### config.mk
export PLATFORM = sky130hd
export DESIGN_NAME = ifd_core
export DESIGN_NICKNAME = d
export VERILOG_FILES = /design/src/ifd_pkg.sv /design/src/ifd_if.sv /design/src/ifd_core.sv /design/src/ifd_index_adder.sv
export SDC_FILE = /design/constraint.sdc
export NUM_CORES = 1
export LEC_CHECK = 0
export BUFFER_PORTS_ARGS = -buffer_cell sky130_fd_sc_hd__clkbuf_2
export CORE_MARGIN = 8
export CORE_UTILIZATION = 44
export CTS_CLUSTER_SIZE = 40
export DETAILED_ROUTE_END_ITERATION = 8
export HOLD_SLACK_MARGIN = 0.08
export PLACE_DENSITY = 0.7
export SYNTH_ARGS = -nofsm -noshare
export SYNTH_HDL_FRONTEND = slang
export SYNTH_SLANG_ARGS = --single-unit
### constraint.sdc
create_clock -name clk_i -period 5.5 [get_ports clk_i]
set_input_delay 1.1 -clock clk_i [delete_from_list [all_inputs] [get_ports clk_i]]
set_output_delay 1.1 -clock clk_i [all_outputs]
set_load 0.05 [all_outputs]
### src/ifd_pkg.sv
package ifd_pkg;
  // ----------------------------------------------------------------
  // Word and field layout
  // ----------------------------------------------------------------
  localparam int WORD_W = 30;
  localparam int ADDR_W = 15;
  localparam int SIGN_POS = 29;
  localparam int F_HI = 29;
  localparam int F_LO = 24;
  localparam int J_HI = 23;
  localparam int J_LO = 21;
  localparam int K_HI = 20;
  localparam int K_LO = 18;
  localparam int B_HI = 17;
  localparam int B_LO = 15;
  localparam int Y_HI = 14;
  localparam int Y_LO = 0;
  localparam int NUM_INDEX = 7;
  // ----------------------------------------------------------------
  // Address limits and reset values
  // ----------------------------------------------------------------
  localparam logic [14:0] ADDR_MAX_SMALL = 15'h3fff;
  localparam logic [14:0] ADDR_MAX_LARGE = 15'h7fff;
  localparam logic [14:0] RESERVED_TOP = 15'h005e;
  localparam logic [14:0] PC_RESET = 15'h0000;
  localparam logic [14:0] INDEX_RESET = 15'h0000;
  localparam logic [5:0] OP_ADD = 6'h10;
  // ----------------------------------------------------------------
  // Timing
  // ----------------------------------------------------------------
  localparam int CLK_MHZ = 250;
  localparam int STORE_US = 6;
  localparam int STORE_CYCLES = STORE_US * CLK_MHZ;
  localparam int IO_CHANNELS = 14;
  localparam int IO_COMPUTER = 2;
  localparam int IO_PERIPH = 12;
  // ----------------------------------------------------------------
  // Operand select and sequencer states
  // ----------------------------------------------------------------
  typedef enum logic [2:0] {
    OPSEL_UPPER = 3'h1,
    OPSEL_LOWER = 3'h2,
    OPSEL_FULL = 3'h3,
    OPSEL_IMM = 3'h4
  } ifd_opsel_type;
  typedef enum logic [3:0] {
    ST_IDLE = 4'h1,
    ST_FETCH = 4'h2,
    ST_DECODE = 4'h4,
    ST_OPER = 4'h8
  } ifd_state_type;
endpackage

### src/ifd_if.sv
`timescale 1ns/1ps
`default_nettype none
// ------------------------------------------------------------------
// Index adder request and answer
// ------------------------------------------------------------------
interface ifd_add_if;
  logic [14:0] field;
  logic [14:0] index;
  logic [14:0] sum;
  modport req (output field, output index, input sum);
  modport add (input field, input index, output sum);
endinterface
`default_nettype wire

### src/ifd_core.sv
`timescale 1ns/1ps
`default_nettype none
module ifd_core #(
  parameter int STORE_CYCLES = ifd_pkg::STORE_CYCLES,
  parameter bit LARGE_STORE = 1'b1
) (
  // Clock and reset
  input wire logic clk_i,
  input wire logic reset_n_i,
  // Storage port
  output logic mem_req_o,
  output logic mem_we_o,
  output logic [14:0] mem_addr_o,
  output logic [29:0] mem_wdata_o,
  input wire logic [29:0] mem_rdata_i,
  // Control
  input wire logic run_i,
  input wire logic skip_cond_i,
  input wire logic jump_i,
  input wire logic [14:0] jump_addr_i,
  input wire logic idx_we_i,
  input wire logic [2:0] idx_sel_i,
  input wire logic [14:0] idx_data_i,
  // Channels
  input wire logic [13:0] chan_req_i,
  input wire logic [13:0] chan_half_i,
  input wire logic [29:0] chan_data_i,
  output logic [13:0] chan_ack_o,
  output logic [29:0] chan_word_o,
  // Decoded fields
  output logic [5:0] opcode_o,
  output logic [2:0] skip_sel_o,
  output logic [2:0] opsel_o,
  output logic [2:0] index_sel_o,
  output logic [14:0] addr_field_o,
  output logic [14:0] eff_addr_o,
  output logic is_add_o,
  output logic addr_fault_o,
  output logic addr_reserved_o,
  output logic [29:0] operand_o,
  output logic operand_neg_o,
  output logic [14:0] pc_o,
  output logic decode_valid_o
);
  // ----------------------------------------------------------------
  // Index registers
  // ----------------------------------------------------------------
  // Seven index registers
  logic [14:0] idx_reg [1:7];
  logic [14:0] idx_next [1:7];
  genvar g;
  generate
    for (g = 1; g <= ifd_pkg::NUM_INDEX; g++) begin : g_idx
      always_comb begin
        idx_next[g] = idx_reg[g];
        if (idx_we_i && idx_sel_i == 3'(g)) begin
          idx_next[g] = idx_data_i;
        end
      end
      always_ff @(posedge clk_i) begin
        if (!reset_n_i) begin
          idx_reg[g] <= ifd_pkg::INDEX_RESET;
        end else begin
          idx_reg[g] <= idx_next[g];
        end
      end
    end
  endgenerate
  // ----------------------------------------------------------------
  // Sequencer
  // ----------------------------------------------------------------
  ifd_pkg::ifd_state_type state_reg, state_next;
  logic [14:0] pc_reg, pc_next;
  logic [29:0] instr_reg, instr_next;
  logic [14:0] eff_reg, eff_next;
  logic [29:0] oper_reg, oper_next;
  logic valid_reg, valid_next;
  logic [11:0] wait_reg, wait_next;
  logic [14:0] idx_val;
  logic [14:0] addr_max;
  logic add_done;
  ifd_add_if add_bus ();

  ifd_index_adder u_adder (
    .a(add_bus)
  );

  assign addr_max = LARGE_STORE ? ifd_pkg::ADDR_MAX_LARGE : ifd_pkg::ADDR_MAX_SMALL;
  assign idx_val = (instr_reg[ifd_pkg::B_HI:ifd_pkg::B_LO] == 3'h0) ? 15'h0000 :
    idx_reg[instr_reg[ifd_pkg::B_HI:ifd_pkg::B_LO]];
  assign add_bus.field = instr_reg[ifd_pkg::Y_HI:ifd_pkg::Y_LO];
  assign add_bus.index = idx_val;
  assign add_done = (wait_reg == 12'(STORE_CYCLES - 1));

  always_comb begin
    state_next = state_reg;
    pc_next = pc_reg;
    instr_next = instr_reg;
    eff_next = eff_reg;
    oper_next = oper_reg;
    valid_next = 1'b0;
    wait_next = 12'h000;
    case (state_reg)
      ifd_pkg::ST_IDLE: begin
        if (run_i) begin
          state_next = ifd_pkg::ST_FETCH;
        end
      end
      ifd_pkg::ST_FETCH: begin
        wait_next = wait_reg + 12'h001;
        if (add_done) begin
          instr_next = mem_rdata_i;
          wait_next = 12'h000;
          state_next = ifd_pkg::ST_DECODE;
        end
      end
      ifd_pkg::ST_DECODE: begin
        eff_next = add_bus.sum;
        if (instr_reg[ifd_pkg::K_HI:ifd_pkg::K_LO] == ifd_pkg::OPSEL_IMM) begin
          oper_next = {15'h0000, instr_reg[ifd_pkg::Y_HI:ifd_pkg::Y_LO]};
          state_next = ifd_pkg::ST_IDLE;
          valid_next = 1'b1;
        end else begin
          state_next = ifd_pkg::ST_OPER;
        end
      end
      ifd_pkg::ST_OPER: begin
        wait_next = wait_reg + 12'h001;
        if (add_done) begin
          wait_next = 12'h000;
          case (instr_reg[ifd_pkg::K_HI:ifd_pkg::K_LO])
            ifd_pkg::OPSEL_UPPER: oper_next = {15'h0000, mem_rdata_i[29:15]};
            ifd_pkg::OPSEL_LOWER: oper_next = {15'h0000, mem_rdata_i[14:0]};
            default: oper_next = mem_rdata_i;
          endcase
          valid_next = 1'b1;
          state_next = ifd_pkg::ST_IDLE;
        end
      end
      default: state_next = ifd_pkg::ST_IDLE;
    endcase
    if (valid_next) begin
      if (jump_i) begin
        pc_next = jump_addr_i;
      end else if (skip_cond_i && instr_reg[ifd_pkg::J_HI:ifd_pkg::J_LO] != 3'h0) begin
        pc_next = pc_reg + 15'h0002;
      end else begin
        pc_next = pc_reg + 15'h0001;
      end
    end
  end

  always_ff @(posedge clk_i) begin
    if (!reset_n_i) begin
      state_reg <= ifd_pkg::ST_IDLE;
      pc_reg <= ifd_pkg::PC_RESET;
      instr_reg <= 30'h00000000;
      eff_reg <= 15'h0000;
      oper_reg <= 30'h00000000;
      valid_reg <= 1'b0;
      wait_reg <= 12'h000;
    end else begin
      state_reg <= state_next;
      pc_reg <= pc_next;
      instr_reg <= instr_next;
      eff_reg <= eff_next;
      oper_reg <= oper_next;
      valid_reg <= valid_next;
      wait_reg <= wait_next;
    end
  end
  // ----------------------------------------------------------------
  // Registered flags
  // ----------------------------------------------------------------
  // Flags load with the registers they describe, so no flag compare drives a pin
  logic fault_reg, fault_next;
  logic resv_reg, resv_next;
  logic add_reg, add_next;
  always_comb begin
    fault_next = eff_next > addr_max;
    resv_next = eff_next <= ifd_pkg::RESERVED_TOP;
    add_next = instr_next[ifd_pkg::F_HI:ifd_pkg::F_LO] == ifd_pkg::OP_ADD;
  end
  always_ff @(posedge clk_i) begin
    if (!reset_n_i) begin
      fault_reg <= 1'b0;
      resv_reg <= 1'b0;
      add_reg <= 1'b0;
    end else begin
      fault_reg <= fault_next;
      resv_reg <= resv_next;
      add_reg <= add_next;
    end
  end
  // ----------------------------------------------------------------
  // Storage address
  // ----------------------------------------------------------------
  // Loaded ahead of the access so storage sees a settled address
  logic [14:0] maddr_reg, maddr_next;
  always_comb begin
    maddr_next = pc_next;
    if (state_next == ifd_pkg::ST_OPER) begin
      maddr_next = eff_next;
    end
  end
  always_ff @(posedge clk_i) begin
    if (!reset_n_i) begin
      maddr_reg <= ifd_pkg::PC_RESET;
    end else begin
      maddr_reg <= maddr_next;
    end
  end
  // ----------------------------------------------------------------
  // Channels
  // ----------------------------------------------------------------
  // Lowest channel wins; the sequencer never waits on a channel
  logic [13:0] ack_reg, ack_next;
  logic [29:0] cword_reg, cword_next;
  always_comb begin
    ack_next = 14'h0000;
    cword_next = cword_reg;
    for (int i = ifd_pkg::IO_CHANNELS - 1; i >= 0; i--) begin
      if (chan_req_i[i]) begin
        ack_next = 14'h0001 << i;
        cword_next = chan_half_i[i] ? {15'h0000, chan_data_i[14:0]} : chan_data_i;
      end
    end
  end
  always_ff @(posedge clk_i) begin
    if (!reset_n_i) begin
      ack_reg <= 14'h0000;
      cword_reg <= 30'h00000000;
    end else begin
      ack_reg <= ack_next;
      cword_reg <= cword_next;
    end
  end
  // ----------------------------------------------------------------
  // Outputs
  // ----------------------------------------------------------------
  assign mem_req_o = (state_reg == ifd_pkg::ST_FETCH) || (state_reg == ifd_pkg::ST_OPER);
  assign mem_we_o = 1'b0;
  assign mem_addr_o = maddr_reg;
  assign mem_wdata_o = 30'h00000000;
  assign chan_ack_o = ack_reg;
  assign chan_word_o = cword_reg;
  assign opcode_o = instr_reg[ifd_pkg::F_HI:ifd_pkg::F_LO];
  assign is_add_o = add_reg;
  assign skip_sel_o = instr_reg[ifd_pkg::J_HI:ifd_pkg::J_LO];
  assign opsel_o = instr_reg[ifd_pkg::K_HI:ifd_pkg::K_LO];
  assign index_sel_o = instr_reg[ifd_pkg::B_HI:ifd_pkg::B_LO];
  assign addr_field_o = instr_reg[ifd_pkg::Y_HI:ifd_pkg::Y_LO];
  assign eff_addr_o = eff_reg;
  assign addr_fault_o = fault_reg;
  assign addr_reserved_o = resv_reg;
  assign operand_o = oper_reg;
  assign operand_neg_o = oper_reg[ifd_pkg::SIGN_POS];
  assign pc_o = pc_reg;
  assign decode_valid_o = valid_reg;
endmodule
`default_nettype wire

### src/ifd_index_adder.sv
`timescale 1ns/1ps
`default_nettype none
module ifd_index_adder (
  ifd_add_if.add a
);
  logic [15:0] raw;
  logic [15:0] wrapped;
  // End-around carry
  // Carry folds back into bit 0; zero only from zero plus zero
  always_comb begin
    raw = {1'b0, a.field} + {1'b0, a.index};
    wrapped = {1'b0, raw[14:0]} + {15'h0000, raw[15]};
  end
  assign a.sum = wrapped[14:0];
endmodule
`default_nettype wire

==> flow_summary_export.csv, run 1 <==
group,metric,value,unit
setup_path,r2r_cells,22,
synth,synth_compound_area_frac,0.138,
route,viasPerCell,5.26,
global_route,grt_start_max_net_pins,88,
synth,synthFlopType,"dfxtp_1",
setup_path,r2r_end,"addr_reserved_o",
timing,fin_hold_ws,0.453,ns
setup_path,cp_data_arrival_time,5.42,ns
job,cap_violations,0,
synth,postSynthCellCount,1330,
clock_network,cts_buffers,29,
global_route,antenna_found_initial,1,
timing,period_share,0.905,
floorplanning,chipHeight,189,µm
layout,nNetsFinal,1742,
timing,worstMarginPinSlew,1.14,ns
global_route,grt_pass1_vias,10200,
timing,fmax,0.201,GHz
power_and_ir_drop,powerDensity,282,mW/mm²
floorplanning,initial_core_util,0.445,
synth,syn_avg_cell_area,9.89,µm²
setup_path,start_kind,"flip-flop",
hold_path,holdCritStartpoint,"operand_o[4]",
clock_network,clkTransAtPathRegs,0.06,ns
layout,largest_reg_flops,105,
synth,synth_top_family_by_area,"simple AND/OR/NAND/NOR gates",
layout,final_common_cell,"clkbuf_2",
clock_network,insertion_delay,0.54,ns
synth,synth_edf_count,105,
route,wirelength,37400,µm
route,drt.antenna.violating_nets,0,
timing,setup_viol,0,
setup_path,r2r_slack,0.52,ns
layout,final_cell_mix,"281 x clkbuf_2, 171 x dfxtp_1, 146 x nor2_1",
layout,syn2layout_area_growth,20.5,%
global_route,grt_use_total,0.199,
global_route,grt.overflow.total,0,
floorplanning,ios,313,
layout,nFillCells,2698,
layout,drive_above_1_share,0.254,
synth,ys_ff_latch,277,
floorplanning,die-area,0.0357,mm²
placed_design,place_hpwl,28300,µm
timing,finalHoldViolCount,0,
route,routedWlPerCell,18.7,µm
placed_design,numPortBuffers,281,
floorplanning,rows,63,
hold_path,hold_depth,2,
placed_design,gp_congestion,0.931,
layout,seqCellArea,0.00660,mm²
floorplanning,fp.dieW,189,µm
hold_path,whs_endpoint,"operand_o[4]",
clock_network,cts_root_buf,"clkbuf_16",
floorplanning,core,0.0296,mm²
run_status,outcome,"finished clean",
hold_path,hold_path.class,"reg -> reg",
setup_path,cp_data_required_time,5.95,ns
synth,async_flop_share,0,
clock_network,cts_tree,"done",
synth,yosysTopAreaCellShare,0.262,
route,drt_iter0_drc,653,
synth,synth.distinct_cells,84,
synth,synth_area_leader_cell,"dfxtp_1",
synth,synth-simple-area-share,0.210,
timing,slew_viol_final,0,
timing,slew_headroom,0.236,
synth,synthAdderAreaFrac,0.0205,
route,route.detailed.drc,0,
synth,synthTopCellsByArea,"dfxtp_1 26%, edfxtp_1 24%, and2_1 6.2%",
power_and_ir_drop,power_leakage,0.00643,µW
route,via_count,10600,
clock_network,htreeDepth,1,
synth,synth_xor_xnor_area_share,0.0178,
synth,yosys_warnings,0,
clock_network,cts.path.max_buffers,3,
timing,min_period,4.98,ns
route,first_pass_iters,5,
timing,setup-tns-final,0,ns
setup_path,worstSetupEndpointType,"flip-flop",
setup_path,crit_path_max_fanout,15,
global_route,grt_pass1_wl,57900,µm
timing,skew,0.00815,ns
clock_network,clkSinkCount,277,
synth,syn-cell-area,0.0132,mm²
layout,multi_input_area,0.00616,mm²
synth,synth_mux_area_frac,0.0669,
setup_path,criticalPathCategory,"reg -> reg",
power_and_ir_drop,ir_worst_vdd,0.226,mV
synth,seq_area_frac_synth,0.501,
[report_power, final]
| group | switching (µW) | internal (µW) | total (µW) |
|---|---|---|---|
| clock | 787 | 1140 | 1930 |
| sequential | 26.6 | 2190 | 2220 |
| combinational | 224 | 90.2 | 314 |
[through the flow]
stage                     setup slack [ns]  power [µW]  utilization  instances  instance area (µm²)
final                                0.524        4460        0.537       2006                15900
after global routing              -0.00972        4610        0.537       2006                15900
after CTS                            0.299        4500        0.535       2000                15800
after detailed placement             0.311        2580        0.503       1948                14900
after global placement               0.486        2580        0.503       1948                14900
after floorplan                      0.374        2470            -       1361                13300
[how the worst max path moves through the flow]
stage | to | cells after the start
2_1_floorplan | addr_reserved_o | 24
3_3_place_gp | addr_reserved_o | 21
3_5_place_dp | addr_reserved_o | 21
4_1_cts | addr_reserved_o | 21
5_1_grt | addr_reserved_o | 22
6_report | addr_reserved_o | 22
[routing by layer]
metal,vias up,wire length [µm],GRT usage
li1,5216,-,-
met2,322,18100,0.343
met5,-,0,0
met1,4949,15800,0.247
met3,68,2150,0.0397
met4,0,1320,0.0658
[final cells by class]
class	instances	share of cell area
Clock inverter	15	0.00962
Multi-Input combinational cell	965	0.388
Sequential cell	277	0.416
Inverter	13	0.00316
Clock buffer	37	0.0495
Tap cell	390	0.0308
Timing Repair Buffer	308	0.102
Antenna cell	1	0.000158
[worst max-delay path: stages, from the launching register on]
cell	delay, ns
dfxtp_4	0.50
buf_4	0.16
mux4_2	0.47
a21oi_1	0.15
nor2_1	0.06
ha_1	0.37
o21a_2	0.18
and4b_1	0.22
a211oi_2	0.09
o31ai_1	0.27
a21oi_1	0.14
o21bai_1	0.13
a21o_1	0.14
ha_1	0.16
ha_1	0.18
nand2_1	0.07
nor3_2	0.16
nor4b_4	0.34
xor2_1	0.11
mux2i_1	0.26
o211ai_1	0.14
nor4_1	0.23
nor4bb_2	0.32
[synth_stat cells, types with 9 or more instances]
cell and count:
ha_1 20, and2_1 130, nor3_1 25, a31oi_1 11, nor2_1 147, dfxtp_1 172
xnor2_1 14, a21oi_1 93, a22oi_1 14, buf_4 32, a211oi_1 21, o211ai_1 21
o21ai_0 32, nand2b_1 10, a21o_1 10, inv_1 13, mux2i_1 53, nand3_1 22
clkbuf_1 61, edfxtp_1 105, and3_1 12, a22o_1 17, xor2_1 9, mux4_2 15
nand2_1 141
[cell families (layout without fill, tap and decap cells)]
| group | after synthesis | count (layout) |
|---|---|---|
| simple gates | 546 | 546 |
| xor+xnor | 25 | 25 |
| compound gates | 272 | 272 |
| other cells | 1 | 33 |
| buf+inv | 119 | 373 |
| flops | 277 | 277 |
| mux | 69 | 69 |
| fa+ha+maj | 21 | 21 |
[repair_timing]
item / 4_1_cts / 5_1_grt
hold buffers: 0 / 0
endpoints found under the hold margin: 0 / 0
buffers inserted: 0 / 5
setup endpoints to repair: 0 / 1
gates resized for setup: 0 / 3
No activity file was read; power rests on OpenSTA's default activity.
==> run 2, diff against run 1 <==
--- a/config.mk
+++ b/config.mk
@@ -6,12 +6,14 @@
 export NUM_CORES = 1
 export LEC_CHECK = 0
 export BUFFER_PORTS_ARGS = -buffer_cell sky130_fd_sc_hd__clkbuf_2
+export CORE_ASPECT_RATIO = 0.5
 export CORE_MARGIN = 8
 export CORE_UTILIZATION = 44
 export CTS_CLUSTER_SIZE = 40
 export DETAILED_ROUTE_END_ITERATION = 8
 export HOLD_SLACK_MARGIN = 0.08
 export PLACE_DENSITY = 0.7
+export SETUP_SLACK_MARGIN = 0.02
 export SYNTH_ARGS = -nofsm -noshare
 export SYNTH_HDL_FRONTEND = slang
 export SYNTH_SLANG_ARGS = --single-unit
==> flow_summary_export.csv, run 2 (same netlist as run 1, synthesis figures left out) <==
group,metric,value,unit
run_status,outcome,"finished clean",
hold_path,hold_path.class,"reg -> reg",
layout,nNetsFinal,1741,
global_route,grt_pass1_vias,10200,
floorplanning,rows,44,
power_and_ir_drop,power_leakage,0.00646,µW
layout,syn2layout_area_growth,20.7,%
clock_network,clkTransAtPathRegs,0.07,ns
timing,period_share,0.911,
power_and_ir_drop,p_int,3440,µW
clock_network,cts_buffers,25,
job,cap_violations,0,
timing,rsz0062_at_grt,"false",
layout,largest_reg_flops,105,
timing,setup-tns-final,0,ns
global_route,grt_pass1_wl,58500,µm
setup_path,start_kind,"flip-flop",
timing,min_period,5.01,ns
layout,drive_above_1_share,0.256,
clock_network,htreeDepth,1,
route,route.detailed.drc,0,
timing,fmax,0.200,GHz
setup_path,cp_data_required_time,5.97,ns
timing,finalHoldViolCount,0,
layout,final_cell_area,0.0159,mm²
placed_design,gp_congestion,0.908,
layout,nFillCells,2633,
clock_network,cts_root_buf,"clkbuf_16",
clock_network,postCtsHoldBufs,0,
floorplanning,core,0.0292,mm²
power_and_ir_drop,powerDensity,283,mW/mm²
setup_path,crit_path_max_fanout,9,
floorplanning,fp.dieW,261,µm
setup_path,worstSetupEndpointType,"flip-flop",
power_and_ir_drop,p_clk_frac,0.435,
global_route,grt_start_max_net_pins,103,
layout,final_common_cell,"clkbuf_2",
timing,slew_headroom,0.279,
power_and_ir_drop,ir_worst_vdd,0.205,mV
placed_design,place_hpwl,28100,µm
route,drt_iter0_drc,783,
power_and_ir_drop,swShare,0.233,
setup_path,cp_data_arrival_time,5.48,ns
floorplanning,ios,313,
global_route,grt_use_total,0.200,
route,routedWlPerCell,18.8,µm
clock_network,cts.path.max_buffers,3,
route,wirelength,37700,µm
clock_network,cts_tree,"done",
floorplanning,initial_core_util,0.450,
setup_path,criticalPathCategory,"reg -> reg",
timing,worstMarginPinSlew,1.08,ns
layout,final_cell_mix,"282 x clkbuf_2, 170 x dfxtp_1, 146 x nor2_1",
placed_design,numPortBuffers,281,
route,via_count,10600,
route,drt.antenna.violating_nets,0,
route,viasPerCell,5.28,
power_and_ir_drop,p_seq_frac,0.494,
global_route,grt.overflow.total,0,
global_route,antenna_found_initial,1,
timing,slew_viol_final,0,
floorplanning,die-area,0.0360,mm²
placed_design,dpl_cell_area,0.0149,mm²
timing,setup_viol,0,
route,first_pass_iters,5,
power_and_ir_drop,power_switching,1050,µW
clock_network,insertion_delay,0.54,ns
power_and_ir_drop,p_comb_frac,0.071,
floorplanning,chipHeight,138,µm
clock_network,clkSinkCount,277,
timing,skew,0.0153,ns
[run 2: what timing repair did]
item	CTS	global route
setup endpoints to repair	0	6
resized for setup	0	6
buffers inserted	0	6
[run 2: per-layer routing]
metal	global-route usage	routed length (µm)	up-vias
li1	-	-	5208
met1	0.252	15900	5005
met2	0.344	18300	306
met3	0.0358	2070	72
met4	0.0695	1380	0
met5	0	0	-
[run 2: final timing paths]
kind / start / endpoint / slack [ns] / cells past startpoint
min reg2reg: operand_o[4] / operand_o[4] / 0.45 / 2
min: operand_o[4] / operand_o[4] / 0.45 / 2
max reg2reg: flip-flop / mem_addr_o[12] / 0.49 / 24
max: flip-flop / mem_addr_o[12] / 0.49 / 24
[run 2: per-stage QoR]
stage	utilization	worst slack, ns	hold slack [ns]	power, µW	cells
6_report	0.543	0.489	0.451	4490	2004
5_1_grt	0.543	0.0522	0.474	4640	2004
4_1_cts	0.541	0.221	0.452	4520	1997
3_5_place_dp	0.509	0.242	0.442	2580	1951
3_3_place_gp	0.509	0.463	0.441	2580	1951
2_1_floorplan	-	0.374	0.430	2470	1361
[run 2: critical path: stages, from the launching register on]
cell and delay (ns):
dfxtp_4 0.42, buf_4 0.15, mux4_2 0.48, a21oi_1 0.14, or2_2 0.14, inv_1 0.04, ha_1 0.30, a211oi_2 0.29
o21ai_1 0.16, a211oi_1 0.30, o31ai_1 0.13, a21oi_1 0.24, o21bai_1 0.10, a21o_1 0.19, ha_1 0.21, ha_1 0.21
nand2_1 0.08, nor3_2 0.05, nor4b_4 0.16, buf_4 0.17, and3_2 0.21, a311o_1 0.34, o211ai_1 0.18, nand2_1 0.09
a21oi_1 0.16
[run 2: area by class of cell]
type / instances / area (µm²) / share of cell area
multi-input cells: 965 / 6150 / 0.388
clock buffers: 34 / 753 / 0.0474
diodes: 1 / 2.50 / 0.000158
clock inverters: 12 / 178 / 0.0112
repair buffers: 311 / 1650 / 0.104
flip-flops and latches: 277 / 6600 / 0.416
inverters: 13 / 50.0 / 0.00315
well taps: 391 / 489 / 0.0308
[run 2: power groups by stage]
stage / combinational (µW) / clock [µW] / sequential [µW]
final: 319 / 1950 / 2220
after global routing: 342 / 2070 / 2220
after CTS: 319 / 1990 / 2220
after detailed placement: 319 / 0 / 2260
after global placement: 315 / 0 / 2260
after floorplan: 165 / 0 / 2300
==> run 3, diff against run 2 <==
--- a/config.mk
+++ b/config.mk
@@ -7,12 +7,11 @@
 export LEC_CHECK = 0
 export BUFFER_PORTS_ARGS = -buffer_cell sky130_fd_sc_hd__clkbuf_2
 export CORE_ASPECT_RATIO = 0.5
-export CORE_MARGIN = 8
 export CORE_UTILIZATION = 44
 export CTS_CLUSTER_SIZE = 40
 export DETAILED_ROUTE_END_ITERATION = 8
 export HOLD_SLACK_MARGIN = 0.08
-export PLACE_DENSITY = 0.7
+export PLACE_DENSITY = 0.68
 export SETUP_SLACK_MARGIN = 0.02
 export SYNTH_ARGS = -nofsm -noshare
 export SYNTH_HDL_FRONTEND = slang
==> constraint.sdc (replaced) <==
create_clock -name clk_i -period 6 [get_ports clk_i]
set_input_delay 1.2 -clock clk_i [delete_from_list [all_inputs] [get_ports clk_i]]
set_output_delay 1.2 -clock clk_i [all_outputs]
set_load 0.05 [all_outputs]
==> flow_summary_export.csv, run 3 (same netlist as run 1, synthesis figures left out) <==
group,metric,value,unit
run_status,outcome,"finished clean",
layout,diodes,0,
timing,setup_viol,0,
timing,slew_headroom,0.220,
global_route,grt_pass1_vias,10100,
layout,largest_reg_flops,105,
global_route,grt.overflow.total,0,
layout,drive_above_1_share,0.247,
clock_network,cts.path.max_buffers,3,
layout,utilization,0.538,
route,wirelength,36800,µm
hold_path,hold_path.class,"reg -> reg",
timing,min_period,5.32,ns
clock_network,clkTransAtPathRegs,0.07,ns
timing,fmax,0.188,GHz
timing,skew,0.0141,ns
floorplanning,rows,44,
clock_network,cts_root_buf,"clkbuf_16",
setup_path,criticalPathCategory,"reg -> reg",
route,via_count,10900,
floorplanning,core,0.0292,mm²
setup_path,crit_slowest_cell,"dfxtp_2",
setup_path,cp_slowest_stage_delay,0.67,ns
floorplanning,ios,313,
clock_network,clkSinkCount,277,
floorplanning,fp.dieW,247,µm
layout,nNetsFinal,1733,
route,viasPerCell,5.44,
layout,syn2layout_area_growth,19.4,%
setup_path,crit_top_cell,"ha_1",
power_and_ir_drop,powerDensity,255,mW/mm²
layout,nFillCells,2592,
global_route,grt_use_total,0.235,
setup_path,crit_path_max_fanout,16,
global_route,grt_pass1_wl,56600,µm
route,first_pass_iters,6,
route,drt_iter0_drc,910,
setup_path,cp_data_arrival_time,5.77,ns
setup_path,start_kind,"flip-flop",
clock_network,postCtsSetupBuffers,0,
floorplanning,initial_core_util,0.451,
route,route.detailed.drc,0,
timing,rsz0062_at_grt,"false",
job,cap_violations,0,
global_route,antenna_found_initial,0,
floorplanning,chipHeight,124,µm
route,drt.antenna.violating_nets,0,
clock_network,cts_resized,0,
route,routedWlPerCell,18.4,µm
clock_network,cts_buffers,26,
global_route,grt_start_max_net_pins,54,
setup_path,cp_data_required_time,6.45,ns
clock_network,htreeDepth,1,
setup_path,path_cells,"buf_4 > mux4_2 > a21oi_1 > nor2_1 > ha_1 > and4b_1 > a211oi_1 > o31ai_1 > a21oi_1 > o21bai_1 > a21o_1 > ha_1 > ha_1 > nand2_1 > nor3_2 > nor4b_4 > a31oi_1 > nor3b_1 > o211ai_1 > nor4_1 > nor4bb_2",
timing,fin_hold_ws,0.452,ns
power_and_ir_drop,ir_worst_vdd,0.227,mV
timing,worstMarginPinSlew,1.17,ns
clock_network,insertion_delay,0.55,ns
timing,setup-tns-final,0,ns
clock_network,cts_tree,"done",
setup_path,worstSetupEndpointType,"flip-flop",
placed_design,place_hpwl,27000,µm
timing,period_share,0.886,
placed_design,numPortBuffers,281,
setup_path,r2r_slack,0.68,ns
timing,finalHoldViolCount,0,
timing,slew_viol_final,0,
clock_network,postCtsHoldBufs,0,
layout,final_cell_mix,"281 x clkbuf_2, 171 x dfxtp_1, 146 x nor2_1",
power_and_ir_drop,power_leakage,0.00636,µW
placed_design,gp_congestion,0.956,
floorplanning,die-area,0.0306,mm²
layout,final_common_cell,"clkbuf_2",
[run 3: power breakdown]
part	internal [µW]	total, µW	switching, µW
combinational	83.4	292	208
clock	972	1690	713
sequential	2010	2030	23.3
total	3070	4010	945
[run 3: routing by layer]
layer  wire [µm]  share of wire  GRT usage
met1       16000           0.43      0.314
met2       17500           0.47      0.384
met3        2010          0.054     0.0371
met4        1380          0.037     0.0893
met5           0              0          0
[run 3: final timing paths]
kind / start / to / depth (start not counted)
max: flip-flop / addr_reserved_o / 21
min: operand_o[13] / operand_o[13] / 2
max reg2reg: flip-flop / addr_reserved_o / 21
min reg2reg: operand_o[13] / operand_o[13] / 2
[run 3: layout make-up]
cell class                 count  area (µm²)  share of cell area
sequential                   277        6600               0.420
multi-input combinational    965        6140               0.391
inverter                      13        50.0             0.00319
tap                          391         489              0.0311
timing repair buffer         302        1560              0.0996
clock inverter                 9        95.1             0.00605
clock buffer                  39         771              0.0491
[run 3: critical path, delay by kind of cell (launching register included)]
kind | cells | cell delay (ns)
AOI/OAI and AO/OA | 8 | 1.23
adders and majority gates | 3 | 0.75
and+or+nand+nor | 8 | 1.69
muxes | 1 | 0.52
DFF | 1 | 0.67
buffers and inverters | 1 | 0.35
[run 3: metrics by stage]
step           setup slack [ns]  instance area [µm²]  total power (µW)  cells
2_1_floorplan             0.874                13300              2260   1361
3_5_place_dp              0.664                14800              2370   1948
6_report                  0.683                15700              4010   1996
4_1_cts                   0.643                15700              4040   1996
5_1_grt                  0.0512                15700              4150   1996
3_3_place_gp              0.757                14800              2360   1948
